===== src/include/acs_pkg.sv =====
// package: register map, field layout, modes and timing for the calibration sequencer
package acs_pkg;

  // register byte offsets
  localparam logic [7:0] ACS_CTRL_OFF = 8'h00;
  localparam logic [7:0] ACS_STAT_OFF = 8'h04;
  localparam logic [7:0] ACS_OFFCAL_OFF = 8'h08;
  localparam logic [7:0] ACS_FSCAL_OFF = 8'h0C;
  localparam logic [7:0] ACS_IRQ_STAT_OFF = 8'h10;
  localparam logic [7:0] ACS_IRQ_MASK_OFF = 8'h14;
  localparam logic [7:0] ACS_PERIOD_OFF = 8'h18;

  // control register fields
  localparam int ACS_MODE_LSB = 0;
  localparam int ACS_SLAVE_BIT = 4;

  // interrupt status bits
  localparam int ACS_IRQ_DONE = 0;
  localparam int ACS_IRQ_VALID = 1;
  localparam int ACS_IRQ_NUM = 2;

  // calibration lengths in conversion periods
  localparam logic [2:0] ACS_CAL_PERIODS = 3'h3;
  localparam logic [2:0] ACS_CAL_PERIODS_SLAVE = 3'h4;
  localparam logic [2:0] ACS_FILL_PERIODS = 3'h3;
  localparam logic [2:0] ACS_SYS_SETTLE_PERIODS = 3'h1;

  // default conversion period, in aclk cycles
  localparam logic [31:0] ACS_PERIOD_RST = 32'h0000_0100;
  localparam logic [23:0] ACS_CAL_RST = 24'h00_0000;
  localparam logic [1:0] ACS_RESP_OKAY = 2'h0;
  localparam logic [1:0] ACS_RESP_SLVERR = 2'h2;

  typedef enum logic [2:0] {
    ACS_MD_NORMAL = 3'b000,
    ACS_MD_SELF = 3'b001,
    ACS_MD_SYS_OFF = 3'b010,
    ACS_MD_SYS_FS = 3'b011,
    ACS_MD_PSEUDO = 3'b100,
    ACS_MD_BACKGND = 3'b101
  } acs_mode_e;

  typedef enum logic [1:0] {
    ACS_IN_ANALOG = 2'b00,
    ACS_IN_SHORTED = 2'b01,
    ACS_IN_REFERENCE = 2'b10
  } acs_input_e;

  // calibration engine hook-up: what the sequencer asks of the modulator
  typedef struct packed {
    acs_input_e input_sel;
    logic offset_cal;
    logic gain_cal;
  } acs_front_s;

  // calibration result from the modulator
  typedef struct packed {
    logic offset_done;
    logic gain_done;
    logic [23:0] result;
  } acs_result_s;

endpackage


===== src/design/acs_period_timer.sv =====
// conversion period timer: one-cycle tick at each conversion-cycle boundary
`timescale 1ns/10ps
module acs_period_timer
  import acs_pkg::*;
#(
  parameter int WIDTH = 32
) (
  input wire logic aclk,
  input wire logic aresetn,
  input wire logic ce,
  input wire logic [WIDTH-1:0] period,
  output logic tick
);

  logic [WIDTH-1:0] count_r;

  // a period of zero or one still ticks each cycle rather than stalling
  always_ff @(posedge aclk) begin
    if (!aresetn) begin
      count_r <= '0;
      tick <= 1'b0;
    end else if (ce) begin
      if (count_r + WIDTH'(1) >= period) begin
        count_r <= '0;
        tick <= 1'b1;
      end else begin
        count_r <= count_r + WIDTH'(1);
        tick <= 1'b0;
      end
    end
  end

endmodule


===== src/design/acs_cal_sequencer.sv =====
// calibration sequencer for a delta-sigma converter with an AXI4-Lite register port
//
// Chosen here: the address map and the AXI4-Lite interface to the registers.
`timescale 1ns/10ps
module acs_cal_sequencer
  import acs_pkg::*;
#(
  parameter int PERIOD_W = 32
) (
  input wire logic aclk,
  input wire logic aresetn,
  input wire logic ce,
  input wire logic [7:0] s_axi_awaddr,
  input wire logic s_axi_awvalid,
  output logic s_axi_awready,
  input wire logic [31:0] s_axi_wdata,
  input wire logic [3:0] s_axi_wstrb,
  input wire logic s_axi_wvalid,
  output logic s_axi_wready,
  output logic [1:0] s_axi_bresp,
  output logic s_axi_bvalid,
  input wire logic s_axi_bready,
  input wire logic [7:0] s_axi_araddr,
  input wire logic s_axi_arvalid,
  output logic s_axi_arready,
  output logic [31:0] s_axi_rdata,
  output logic [1:0] s_axi_rresp,
  output logic s_axi_rvalid,
  input wire logic s_axi_rready,
  input wire acs_result_s cal_result,
  output acs_front_s front,
  output logic result_valid_n,
  output logic conv_tick,
  output logic irq
);

  ////////////////////////////////////////////////////////////////////////////
  // sequencer state

  typedef enum logic [2:0] {
    ACS_ST_NORMAL = 3'b000,
    ACS_ST_OFFSET = 3'b001,
    ACS_ST_GAIN = 3'b010,
    ACS_ST_FILL = 3'b011,
    ACS_ST_SETTLE = 3'b100
  } acs_state_e;

  acs_state_e state_r;
  logic [2:0] op_mode_field_r;
  logic slave_mode_r;
  logic first_bg_r;
  logic shorted_r;
  logic [2:0] phase_cnt_r;
  logic [PERIOD_W-1:0] period_r;
  logic [23:0] offset_cal_r;
  logic [23:0] fullscale_cal_r;
  logic [ACS_IRQ_NUM-1:0] irq_stat_r;
  logic [ACS_IRQ_NUM-1:0] irq_mask_r;
  logic tick;
  logic last_period;
  logic cal_done_ev;
  logic valid_ev;
  logic bg_gain_next_r;

  acs_period_timer #(
    .WIDTH(PERIOD_W)
  ) u_timer (
    .aclk(aclk),
    .aresetn(aresetn),
    .ce(ce),
    .period(period_r),
    .tick(tick)
  );

  assign conv_tick = tick;
  assign last_period = (phase_cnt_r == 3'h1);

  ////////////////////////////////////////////////////////////////////////////
  // AXI4-Lite slave: one write and one read at a time

  logic aw_hold_r;
  logic w_hold_r;
  logic [7:0] awaddr_r;
  logic [31:0] wdata_r;
  logic [3:0] wstrb_r;
  logic wr_go;
  logic rd_go;
  logic wr_hit;
  logic rd_hit;
  logic sw_mode_wr;
  logic stat_rd;
  logic [31:0] rd_word;

  assign s_axi_awready = ~aw_hold_r & ~s_axi_bvalid;
  assign s_axi_wready = ~w_hold_r & ~s_axi_bvalid;
  assign wr_go = ce & aw_hold_r & w_hold_r & ~s_axi_bvalid;
  assign s_axi_arready = ~s_axi_rvalid;
  assign rd_go = ce & s_axi_arvalid & s_axi_arready;

  always_ff @(posedge aclk) begin
    if (!aresetn) begin
      aw_hold_r <= 1'b0;
      w_hold_r <= 1'b0;
      awaddr_r <= 8'h00;
      wdata_r <= 32'h0000_0000;
      wstrb_r <= 4'h0;
    end else if (ce) begin
      if (s_axi_awvalid && s_axi_awready) begin
        aw_hold_r <= 1'b1;
        awaddr_r <= s_axi_awaddr;
      end else if (wr_go) begin
        aw_hold_r <= 1'b0;
      end
      if (s_axi_wvalid && s_axi_wready) begin
        w_hold_r <= 1'b1;
        wdata_r <= s_axi_wdata;
        wstrb_r <= s_axi_wstrb;
      end else if (wr_go) begin
        w_hold_r <= 1'b0;
      end
    end
  end

  always_comb begin
    case (awaddr_r)
      ACS_CTRL_OFF, ACS_OFFCAL_OFF, ACS_FSCAL_OFF,
      ACS_IRQ_MASK_OFF, ACS_PERIOD_OFF, ACS_IRQ_STAT_OFF, ACS_STAT_OFF: wr_hit = 1'b1;
      default: wr_hit = 1'b0;
    endcase
  end

  assign sw_mode_wr = wr_go & (awaddr_r == ACS_CTRL_OFF) & wstrb_r[0];

  always_ff @(posedge aclk) begin
    if (!aresetn) begin
      s_axi_bvalid <= 1'b0;
      s_axi_bresp <= ACS_RESP_OKAY;
    end else if (ce) begin
      if (wr_go) begin
        s_axi_bvalid <= 1'b1;
        s_axi_bresp <= wr_hit ? ACS_RESP_OKAY : ACS_RESP_SLVERR;
      end else if (s_axi_bready) begin
        s_axi_bvalid <= 1'b0;
      end
    end
  end

  always_comb begin
    rd_word = 32'h0000_0000;
    rd_hit = 1'b1;
    case (s_axi_araddr)
      ACS_CTRL_OFF: begin
        rd_word[ACS_MODE_LSB +: 3] = op_mode_field_r;
        rd_word[ACS_SLAVE_BIT] = slave_mode_r;
      end
      ACS_STAT_OFF: rd_word = {24'h00_0000, front, state_r, result_valid_n};
      ACS_OFFCAL_OFF: rd_word = {8'h00, offset_cal_r};
      ACS_FSCAL_OFF: rd_word = {8'h00, fullscale_cal_r};
      ACS_IRQ_STAT_OFF: rd_word[ACS_IRQ_NUM-1:0] = irq_stat_r;
      ACS_IRQ_MASK_OFF: rd_word[ACS_IRQ_NUM-1:0] = irq_mask_r;
      ACS_PERIOD_OFF: rd_word = 32'(period_r);
      default: rd_hit = 1'b0;
    endcase
  end

  assign stat_rd = rd_go & (s_axi_araddr == ACS_IRQ_STAT_OFF);

  always_ff @(posedge aclk) begin
    if (!aresetn) begin
      s_axi_rvalid <= 1'b0;
      s_axi_rdata <= 32'h0000_0000;
      s_axi_rresp <= ACS_RESP_OKAY;
    end else if (ce) begin
      if (rd_go) begin
        s_axi_rvalid <= 1'b1;
        s_axi_rdata <= rd_word;
        s_axi_rresp <= rd_hit ? ACS_RESP_OKAY : ACS_RESP_SLVERR;
      end else if (s_axi_rready) begin
        s_axi_rvalid <= 1'b0;
      end
    end
  end

  ////////////////////////////////////////////////////////////////////////////
  // configuration registers

  always_ff @(posedge aclk) begin
    if (!aresetn) begin
      slave_mode_r <= 1'b0;
      period_r <= PERIOD_W'(ACS_PERIOD_RST);
      irq_mask_r <= '0;
    end else if (ce && wr_go) begin
      if (awaddr_r == ACS_CTRL_OFF && wstrb_r[0]) begin
        slave_mode_r <= wdata_r[ACS_SLAVE_BIT];
      end
      if (awaddr_r == ACS_PERIOD_OFF) begin
        period_r <= PERIOD_W'(wdata_r);
      end
      if (awaddr_r == ACS_IRQ_MASK_OFF && wstrb_r[0]) begin
        irq_mask_r <= wdata_r[ACS_IRQ_NUM-1:0];
      end
    end
  end

  // the calibration results; a host write replaces the correction in use
  always_ff @(posedge aclk) begin
    if (!aresetn) begin
      offset_cal_r <= ACS_CAL_RST;
      fullscale_cal_r <= ACS_CAL_RST;
    end else if (ce) begin
      if (wr_go && awaddr_r == ACS_OFFCAL_OFF) begin
        offset_cal_r <= wdata_r[23:0];
      end else if (cal_result.offset_done) begin
        offset_cal_r <= cal_result.result;
      end
      if (wr_go && awaddr_r == ACS_FSCAL_OFF) begin
        fullscale_cal_r <= wdata_r[23:0];
      end else if (cal_result.gain_done) begin
        fullscale_cal_r <= cal_result.result;
      end
    end
  end

  ////////////////////////////////////////////////////////////////////////////
  // calibration sequence, advanced only at conversion-cycle boundaries

  function automatic logic [2:0] offset_len(input logic slave, input logic first);
    offset_len = (slave && first) ? ACS_CAL_PERIODS_SLAVE : ACS_CAL_PERIODS;
  endfunction

  always_ff @(posedge aclk) begin
    if (!aresetn) begin
      state_r <= ACS_ST_NORMAL;
      op_mode_field_r <= ACS_MD_NORMAL;
      phase_cnt_r <= 3'h0;
      shorted_r <= 1'b0;
      first_bg_r <= 1'b1;
    end else if (ce) begin
      if (tick) begin
        unique case (state_r)
          ACS_ST_NORMAL: begin
            unique case (op_mode_field_r)
              ACS_MD_SELF, ACS_MD_BACKGND: begin
                state_r <= ACS_ST_OFFSET;
                shorted_r <= 1'b1;
                phase_cnt_r <= offset_len(slave_mode_r, 1'b1);
              end
              ACS_MD_SYS_OFF, ACS_MD_PSEUDO: begin
                state_r <= ACS_ST_OFFSET;
                shorted_r <= 1'b0;
                phase_cnt_r <= offset_len(slave_mode_r, 1'b1);
              end
              ACS_MD_SYS_FS: begin
                state_r <= ACS_ST_GAIN;
                phase_cnt_r <= offset_len(slave_mode_r, 1'b1);
              end
              default: state_r <= ACS_ST_NORMAL;
            endcase
          end
          ACS_ST_OFFSET: begin
            if (!last_period) begin
              phase_cnt_r <= phase_cnt_r - 3'h1;
            end else if (op_mode_field_r == ACS_MD_SYS_OFF) begin
              op_mode_field_r <= ACS_MD_NORMAL;
              state_r <= ACS_ST_SETTLE;
              phase_cnt_r <= ACS_SYS_SETTLE_PERIODS;
            end else if (op_mode_field_r == ACS_MD_BACKGND) begin
              // background runs offset, fill, gain, fill and loops
              shorted_r <= 1'b0;
              first_bg_r <= 1'b0;
              state_r <= ACS_ST_FILL;
              phase_cnt_r <= ACS_FILL_PERIODS;
            end else begin
              shorted_r <= 1'b0;
              state_r <= ACS_ST_GAIN;
              phase_cnt_r <= ACS_CAL_PERIODS;
            end
          end
          ACS_ST_GAIN: begin
            if (!last_period) begin
              phase_cnt_r <= phase_cnt_r - 3'h1;
            end else if (op_mode_field_r == ACS_MD_SYS_FS) begin
              op_mode_field_r <= ACS_MD_NORMAL;
              state_r <= ACS_ST_SETTLE;
              phase_cnt_r <= ACS_SYS_SETTLE_PERIODS;
            end else begin
              if (op_mode_field_r != ACS_MD_BACKGND) begin
                op_mode_field_r <= ACS_MD_NORMAL;
              end
              state_r <= ACS_ST_FILL;
              phase_cnt_r <= ACS_FILL_PERIODS;
            end
          end
          ACS_ST_FILL, ACS_ST_SETTLE: begin
            if (!last_period) begin
              phase_cnt_r <= phase_cnt_r - 3'h1;
            end else if (op_mode_field_r == ACS_MD_BACKGND) begin
              // this boundary is the valid cycle; the next cal starts with it
              if (state_r == ACS_ST_FILL && bg_gain_next_r) begin
                state_r <= ACS_ST_GAIN;
                phase_cnt_r <= ACS_CAL_PERIODS;
              end else begin
                state_r <= ACS_ST_OFFSET;
                shorted_r <= 1'b1;
                phase_cnt_r <= offset_len(slave_mode_r, first_bg_r);
              end
            end else begin
              state_r <= ACS_ST_NORMAL;
            end
          end
          default: state_r <= ACS_ST_NORMAL;
        endcase
      end
      // a host write lands at once and wins over the sequence's own clear;
      // the sequence only looks at it on a later tick
      if (sw_mode_wr) begin
        op_mode_field_r <= wdata_r[ACS_MODE_LSB +: 3];
        first_bg_r <= 1'b1;
      end
    end
  end

  // background alternates: after an offset fill a gain phase follows
  always_ff @(posedge aclk) begin
    if (!aresetn) begin
      bg_gain_next_r <= 1'b0;
    end else if (ce && tick) begin
      if (state_r == ACS_ST_OFFSET && last_period) begin
        bg_gain_next_r <= 1'b1;
      end else if (state_r == ACS_ST_GAIN && last_period) begin
        bg_gain_next_r <= 1'b0;
      end
    end
  end

  ////////////////////////////////////////////////////////////////////////////
  // front-end steering and data-ready

  always_ff @(posedge aclk) begin
    if (!aresetn) begin
      front <= '{input_sel: ACS_IN_ANALOG, offset_cal: 1'b0, gain_cal: 1'b0};
    end else if (ce) begin
      unique case (state_r)
        ACS_ST_OFFSET: begin
          front.input_sel <= shorted_r ? ACS_IN_SHORTED : ACS_IN_ANALOG;
          front.offset_cal <= 1'b1;
          front.gain_cal <= 1'b0;
        end
        ACS_ST_GAIN: begin
          // system full-scale uses the live input, the others the reference
          front.input_sel <= (op_mode_field_r == ACS_MD_SYS_FS) ?
                             ACS_IN_ANALOG : ACS_IN_REFERENCE;
          front.offset_cal <= 1'b0;
          front.gain_cal <= 1'b1;
        end
        default: begin
          front.input_sel <= ACS_IN_ANALOG;
          front.offset_cal <= 1'b0;
          front.gain_cal <= 1'b0;
        end
      endcase
    end
  end

  // data-ready moves only at a boundary: low in normal conversion and on the boundary
  // that ends a fill or settle phase, so background shows a valid period after each fill
  always_ff @(posedge aclk) begin
    if (!aresetn) begin
      result_valid_n <= 1'b1;
    end else if (ce && tick) begin
      if (state_r == ACS_ST_NORMAL) begin
        result_valid_n <= (op_mode_field_r != ACS_MD_NORMAL);
      end else begin
        result_valid_n <= ~cal_done_ev;
      end
    end
  end

  ////////////////////////////////////////////////////////////////////////////
  // interrupts: sticky, cleared by reading, set wins over the clear

  assign cal_done_ev = tick & ((state_r == ACS_ST_FILL) | (state_r == ACS_ST_SETTLE)) &
                       last_period;
  assign valid_ev = tick & (state_r == ACS_ST_NORMAL) & (op_mode_field_r == ACS_MD_NORMAL);

  always_ff @(posedge aclk) begin
    if (!aresetn) begin
      irq_stat_r <= '0;
    end else if (ce) begin
      irq_stat_r <= (stat_rd ? '0 : irq_stat_r) | {valid_ev, cal_done_ev};
    end
  end

  assign irq = |(irq_stat_r & irq_mask_r);

endmodule


===== config.mk =====
export PLATFORM = sky130hd
export DESIGN_NAME = acs_cal_sequencer
export DESIGN_NICKNAME = d
export VERILOG_FILES = /design/src/include/acs_pkg.sv /design/src/design/acs_period_timer.sv /design/src/design/acs_cal_sequencer.sv
export SDC_FILE = /design/constraint.sdc
export NUM_CORES = 1
export LEC_CHECK = 0
export BUFFER_PORTS_ARGS = -buffer_cell sky130_fd_sc_hd__buf_4
export CAP_MARGIN = 20
export CORE_MARGIN = 4
export CORE_UTILIZATION = 59
export DETAILED_ROUTE_END_ITERATION = 7
export PLACE_DENSITY = 0.78
export REMOVE_ABC_BUFFERS = 1
export SYNTH_ARGS = -nofsm -noshare
export SYNTH_HDL_FRONTEND = slang
export SYNTH_SLANG_ARGS = --single-unit

===== constraint.sdc =====
create_clock -name aclk -period 4 [get_ports aclk]
set_input_delay 0 -clock aclk [delete_from_list [all_inputs] [get_ports aclk]]
set_output_delay 0 -clock aclk [all_outputs]
set_load 0.005 [all_outputs]

Yosys cells after proc, flatten, opt, wreduce, memory -nomap -nowiden
Cells that the tools add are included.
{"block": "op_classes", "n_addsub": 2, "magnitude_cmp": 1, "n_eq_ne": 37, "mux": 71, "n_bitwise": 22, "reduce_logical": 58}
{"op": "$pmux 27 s4", "n": 1}
{"op": "$mux 24", "n": 4}
{"op": "$mux 3", "n": 21}
{"op": "$eq 8x5->1 const B", "n": 6}
{"op": "$add 32x1->32 const B", "n": 1}
{"op": "$eq 8x4->1 const B", "n": 4}
{"op": "$ge 32x32->1", "n": 1}
{"op": "$mux 32", "n": 1}
{"op": "$reduce_and 2->1", "n": 14}
{"op": "$mux 1", "n": 26}
{"op": "$pmux 3 s4", "n": 2}
{"op": "$reduce_bool 2->1", "n": 11}
{"op": "$eq 8x3->1 const B", "n": 2}
{"op": "$logic_not 8->1", "n": 2}
{"op": "$ne 2x2->1 const B", "n": 8}
{"op": "$ne 3x3->1 const B", "n": 5}
{"op": "$and 1x1->1", "n": 14}
{"op": "$mux 2", "n": 7}
{"op": "$pmux 2 s7", "n": 1}
{"op": "$reduce_or 7->1", "n": 2}
{"op": "$eq 3x2->1 const B", "n": 4}
{"op": "$logic_and 1x1->1", "n": 12}
{"op": "$pmux 1 s5", "n": 2}
{"op": "$reduce_and 5->1", "n": 2}
{"op": "other kinds (24)", "n": 38}
{"block": "totals", "ff_bits": 216, "input_bits": 86, "output_inout_bits": 48, "elab_cells": 219}

Depth between registers and ports, before layout
{"block": "depth", "ltp_word": 7, "ltp_mapped": 15, "ltp_nobuf": 13}

By module
Synthesis repeated with hierarchy kept, for this count alone.
{"block": "hier_totals", "hier_cells": 1333, "hier_area_um2": 11174.5}
{"mod": "acs_cal_sequencer", "n_inst": 1, "cells_each": 955, "area_per_inst_um2": 8240.4, "seq_area_each_um2": 3623.5}
{"mod": "acs_period_timer", "n_inst": 1, "cells_each": 378, "area_per_inst_um2": 2934.1, "seq_area_each_um2": 660.6}

Least setup slack after synthesis
Ideal clock, no wire load.
{"block": "synth_timing", "path_kind": "register to register", "startpoint": "register u_timer.count_r[0]", "endpoint": "register u_timer.count_r[17]", "setup_time_ns": 0.115, "arrival_time_ns": 3.494, "path_slack_ns": 0.392, "stages_incl_launch_ff": 16, "n_path_buf": 3, "period_less_slack_ns": 3.608, "cell_sequence": "dfxtp_1 ha_1 nand3_1 clkbuf_1 nor4_1 nand3_1 nor2_1 xnor2_1 ha_1 nand4_1 a2111oi_0 o31a_1 clkbuf_1 buf_2 a211oi_1 o21a_1"}
{"block": "synth_via", "elab_chain_cells": 3}
{"element": "start: declaration", "line_no": "acs_period_timer.sv:15", "source": "logic [WIDTH-1:0] count_r;"}
{"element": "start signal: assignment", "line_no": "acs_period_timer.sv:27", "source": "count_r <= count_r + WIDTH'(1);"}
{"element": "$add 32x1->32 *", "line_no": "acs_period_timer.sv:23, acs_period_timer.sv:27"}
{"element": "$ge 32x32->1", "line_no": "acs_period_timer.sv:23", "source": "if (count_r + WIDTH'(1) >= period) begin"}
{"element": "$mux 32 *", "line_no": "acs_period_timer.sv:23"}
Every way passes the cells marked *; elsewhere a longest branch is shown, timed or not.
A chain may end at the register's enable or synchronous reset.

Worst setup path after layout
{"block": "layout_timing", "startpoint": "register u_timer.count_r[4]", "endpoint": "register u_timer.count_r[18]"}
The elaborated chain is that of the path after synthesis.

==> impl_metrics.prom <==
# TYPE chip_impl_metric gauge
chip_impl_info{name="cts_root_buf",value="sky130_fd_sc_hd__clkbuf_16"} 1
chip_impl_metric{name="layout.filler_cells",unit=""} 1368
chip_impl_metric{name="cts-htree-levels",unit=""} 1
chip_impl_metric{name="gp_congestion",unit=""} 0.934
chip_impl_info{name="worst_hold_path.endpoint",value="awaddr_r[6]"} 1
chip_impl_info{name="reg2reg_capture_point",value="u_timer.count_r[18]"} 1
chip_impl_info{name="hold_path_startpoint",value="s_axi_awvalid"} 1
chip_impl_metric{name="finalCriticalPeriod",unit="ns"} 3.78
chip_impl_metric{name="hold_viol_final",unit=""} 0
chip_impl_metric{name="area_growth_syn_to_layout",unit="%"} 24.0
chip_impl_metric{name="layout.nets",unit=""} 1647
chip_impl_metric{name="ys_ff_latch",unit=""} 214
chip_impl_metric{name="buffers_plus_inverters_on_the_worst_setup_path",unit=""} 1
chip_impl_metric{name="tns",unit="ns"} 0
chip_impl_metric{name="critPathMaxFanout",unit=""} 14
chip_impl_metric{name="grt-ovfl-total",unit=""} 0
chip_impl_metric{name="num_antenna_cells",unit=""} 0
chip_impl_metric{name="global_route.usage.total",unit="%"} 28.8
chip_impl_info{name="rsz0062_at_grt",value="no"} 1
chip_impl_metric{name="finish.instance_area",unit="µm²"} 14100
chip_impl_metric{name="post_synth_xor_area_fraction",unit="%"} 2.46
chip_impl_metric{name="synth_mux_area_share",unit="%"} 5.20
chip_impl_metric{name="boundaryPins",unit=""} 134
chip_impl_metric{name="postSynthCellCount",unit=""} 1375
chip_impl_metric{name="synth_sequential_area_ratio",unit="%"} 37.6
chip_impl_metric{name="cts_inserted_buffers",unit=""} 24
chip_impl_metric{name="cts.sink_count",unit=""} 214
chip_impl_metric{name="synth_adder_area_share",unit="%"} 3.85
chip_impl_metric{name="vias_in_the_first_global_route",unit=""} 10300
chip_impl_info{name="clock_tree_from_tritoncts",value="done"} 1
chip_impl_metric{name="hold-worst-slack",unit="ns"} 0.0429
chip_impl_metric{name="drt-total-wl",unit="µm"} 32400
chip_impl_info{name="setup.worst_path.class",value="register to register"} 1
chip_impl_metric{name="detailed_place.area",unit="µm²"} 12500
chip_impl_metric{name="synth_enable_flop_cells",unit=""} 0
chip_impl_metric{name="postSynth.asyncResetShare",unit="%"} 0
chip_impl_metric{name="p_leak",unit="nW"} 5.97
chip_impl_metric{name="die_x",unit="µm"} 147
chip_impl_metric{name="max_cap_viols",unit=""} 0
chip_impl_metric{name="synthesis.area",unit="µm²"} 11400
chip_impl_metric{name="cp.required",unit="ns"} 4.46
chip_impl_metric{name="dieHeight",unit="µm"} 147
chip_impl_metric{name="rrSetupSlack",unit="ns"} 0.22
chip_impl_metric{name="initial_core_util",unit="%"} 60.4
chip_impl_metric{name="timing_worst_slew_pin_value",unit="ns"} 1.02
chip_impl_metric{name="via_count",unit=""} 10700
chip_impl_metric{name="antenna_violating_nets_remaining",unit=""} 0
chip_impl_info{name="reg_to_reg_start",value="u_timer.count_r[4]"} 1
chip_impl_info{name="hold_path.class",value="input port to register"} 1
chip_impl_metric{name="worst_case_clock_buffer_depth",unit=""} 3
chip_impl_metric{name="grt_pass1_wl",unit="µm"} 52000
chip_impl_metric{name="core_region_area",unit="µm²"} 18800
chip_impl_metric{name="clkTransAtPathRegs",unit="ns"} 0.06
chip_impl_metric{name="peakVddDrop",unit="mV"} 0.311
chip_impl_metric{name="clock_skew",unit="ns"} 0.0177
chip_impl_metric{name="total_power_density_per_cell_area",unit="nW/µm²"} 353
chip_impl_metric{name="port_buffers",unit=""} 128
chip_impl_metric{name="grt_start_max_net_pins",unit=""} 105
chip_impl_metric{name="setup-violations-final",unit=""} 0
chip_impl_metric{name="critPathMaxStageDelay",unit="ns"} 0.52
chip_impl_metric{name="synthesis.area_per_instance",unit="µm²"} 8.28
chip_impl_metric{name="grt_antenna_before_repair",unit=""} 0
chip_impl_metric{name="synthSimpleGateAreaFrac",unit="%"} 23.4
chip_impl_info{name="dominant_combinational_cell_family_by_area_after_synthesis",value="simple AND/OR/NAND/NOR gates"} 1
chip_impl_metric{name="layout-drive-gt1-share",unit="%"} 14.2
chip_impl_metric{name="detailedPlacementHpwl",unit="µm"} 20400
chip_impl_metric{name="multiInputGateArea",unit="µm²"} 6530
chip_impl_info{name="cpLargestDelayFamily",value="simple AND/OR/NAND/NOR gates"} 1
chip_impl_info{name="yosys_most_used_dff",value="sky130_fd_sc_hd__dfxtp_1"} 1
chip_impl_metric{name="worstHoldPathCells",unit=""} 4
chip_impl_metric{name="firstDrtPassIters",unit=""} 6
chip_impl_metric{name="slew_viol_final",unit=""} 0
chip_impl_metric{name="residual_drc",unit=""} 0
chip_impl_metric{name="final.period_utilization",unit="%"} 94.6
chip_impl_metric{name="drtIter0Drc",unit=""} 837
chip_impl_metric{name="timing.reg2reg.worst_path_depth",unit=""} 13
chip_impl_info{name="nature_of_the_critical_path_endpoint",value="register"} 1
chip_impl_metric{name="cp_num_cells",unit=""} 13
chip_impl_metric{name="post_synth_num_cell_types",unit=""} 70
chip_impl_info{name="result_of_the_run",value="complete, no violations"} 1
chip_impl_metric{name="routed_wire_length_per_instance",unit="µm"} 18.0
chip_impl_metric{name="slew_headroom",unit="%"} 31.7
chip_impl_metric{name="fp-row-count",unit=""} 50
chip_impl_info{name="crit_path_start_kind",value="register"} 1
chip_impl_metric{name="worstSkewPairLatency",unit="ns"} 0.52
chip_impl_metric{name="detail_route.vias_per_cell",unit=""} 5.92
chip_impl_info{name="crit_path_top_delay_cell",value="sky130_fd_sc_hd__nor4_4"} 1
chip_impl_info{name="critical_path.cell_chain",value="nand3_1 -> nor4_4 -> nand3_4 -> nor3_1 -> xor2_1 -> ha_1 -> nand4_1 -> nor2_1 -> a221oi_1 -> o21ai_2 -> buf_4 -> nor4b_1 -> o21a_1"} 1
chip_impl_metric{name="fmax",unit="GHz"} 0.264
chip_impl_metric{name="worst-endpoint-arrival",unit="ns"} 4.25
chip_impl_metric{name="die_area",unit="µm²"} 21600
chip_impl_metric{name="synth_compound_area_share",unit="%"} 22.0
chip_impl_metric{name="area.sequential",unit="µm²"} 4280
chip_impl_metric{name="warnings_from_yosys",unit=""} 0
## registers in the layout (all words and copies together) (netlist names), 2 cells and up
| register | count |
|---|---|
| period_r | 32 |
| s_axi_rdata | 32 |
| u_timer.count_r | 32 |
| wdata_r | 32 |
| fullscale_cal_r | 24 |
| offset_cal_r | 24 |
| awaddr_r | 8 |
| front | 4 |
| op_mode_field_r | 3 |
| phase_cnt_r | 3 |
| state_r | 3 |
| irq_mask_r | 2 |
| irq_stat_r | 2 |
## per-stage QoR
step / std cells / setup slack, ns / util (%) / total power, mW
final: 1804 / 0.216 / 74.9 / 4.98
after global routing: 1804 / 0.00552 / 74.9 / 5.13
after global placement: 1683 / 0.364 / 66.2 / 2.60
after detailed placement: 1683 / 0.233 / 66.2 / 2.61
after floorplan: 1271 / -0.725 / - / 2.43
after CTS: 1804 / 0.198 / 74.9 / 5.00
## area by class of cell
cell class / instances / area share (%)
clock buffers: 31 / 4.95
clock inverters: 13 / 1.13
inverters: 50 / 1.33
multi-input cells: 1007 / 46.3
flip-flops and latches: 214 / 30.4
well taps: 260 / 2.31
repair buffers: 229 / 13.6
## worst max path at each step
stage	from	endpoint	slack, ns
3_3_place_gp	u_timer.count_r[0]	u_timer.count_r[18]	0.36
3_5_place_dp	u_timer.count_r[0]	u_timer.count_r[4]	0.23
6_report	u_timer.count_r[4]	u_timer.count_r[18]	0.22
4_1_cts	u_timer.count_r[0]	u_timer.count_r[4]	0.20
5_1_grt	u_timer.count_r[8]	u_timer.count_r[18]	0.006
2_1_floorplan	u_timer.count_r[0]	u_timer.count_r[31]	-0.73
## power by group
part | switching (mW) | total, mW | internal (mW)
combinational | 0.193 | 0.393 | 0.200
sequential | 0.0513 | 2.24 | 2.19
clock | 0.913 | 2.34 | 1.43
## kinds of logic after synthesis
group                      count (synthesis)
xor gates and xnor gates                  32
adders and majority gates                 35
muxes                                     59
other                                      1
DFF                                      214
AOI/OAI and AO/OA                        331
buffers and inverters                    155
and+or+nand+nor                          548
## metal layers
metal	part of all wire, %	vias to the layer above	GRT usage, %
met5	0	-	0
met4	3.0	0	10.0
met3	6.1	64	4.10
met2	48	407	49.5
met1	42	5059	37.0
li1	-	5156	-
## synth_stat cells (all sizes together), types with 15 or more instances
library cell / count / share of area [%]
a211oi: 19 / 1.3
nand2: 285 / 9.4
xor2: 16 / 1.2
a21oi: 33 / 1.5
nand2b: 15 / 0.82
xnor2: 16 / 1.2
o21a: 22 / 1.5
nor2b: 31 / 1.7
and2: 25 / 1.4
o211a: 51 / 4.5
mux2i: 58 / 5.1
inv: 50 / 1.6
nor2: 46 / 1.5
clkbuf: 74 / 2.4
dfxtp: 214 / 38
nand3: 43 / 2.0
o21ai: 41 / 1.8
ha: 35 / 3.8
nand4: 15 / 0.96
a21boi: 93 / 6.1
nor3: 20 / 1.1
buf: 31 / 1.3
a222oi: 16 / 1.4
## what timing repair did
action,4_1_cts,5_1_grt
gates resized for setup,0,2
setup endpoints to repair,0,3
hold buffers,77,0
buffers inserted,0,0
hold endpoints to repair,94,0
## tightest hold or removal path, delay by kind of cell
kind,cells,cell delay (ns)
compound gates,1,0.07
buf+inv,1,0.12
simple gates,2,0.32
## placed cells by master (no fill, tap or decap), types with 7 or more instances in the layout
cell	netlist	routed
sky130_fd_sc_hd__a211oi_1	19	19
sky130_fd_sc_hd__clkbuf_16	0	25
sky130_fd_sc_hd__mux2i_1	58	58
sky130_fd_sc_hd__nor4_1	8	7
sky130_fd_sc_hd__dlygate4sd3_1	0	77
sky130_fd_sc_hd__nor3_1	15	15
sky130_fd_sc_hd__a222oi_1	16	16
sky130_fd_sc_hd__nand2b_1	15	15
sky130_fd_sc_hd__nand3b_1	9	9
sky130_fd_sc_hd__and2_1	25	25
sky130_fd_sc_hd__o21ai_0	41	40
sky130_fd_sc_hd__nor2_1	45	45
sky130_fd_sc_hd__and3_1	14	14
sky130_fd_sc_hd__a22oi_1	9	9
sky130_fd_sc_hd__xnor2_1	16	16
sky130_fd_sc_hd__nand3_1	42	41
sky130_fd_sc_hd__or3_1	10	10
sky130_fd_sc_hd__inv_1	50	50
sky130_fd_sc_hd__xor2_1	16	16
sky130_fd_sc_hd__a21oi_1	33	32
sky130_fd_sc_hd__nor2b_1	31	31
sky130_fd_sc_hd__o211a_1	51	51
sky130_fd_sc_hd__a21boi_0	90	90
sky130_fd_sc_hd__o21a_1	22	22
sky130_fd_sc_hd__nand2_1	285	285
sky130_fd_sc_hd__ha_1	35	35
sky130_fd_sc_hd__dfxtp_1	214	214
sky130_fd_sc_hd__nand4_1	14	14
sky130_fd_sc_hd__buf_4	2	151
(Power assumes the default switching activity.)
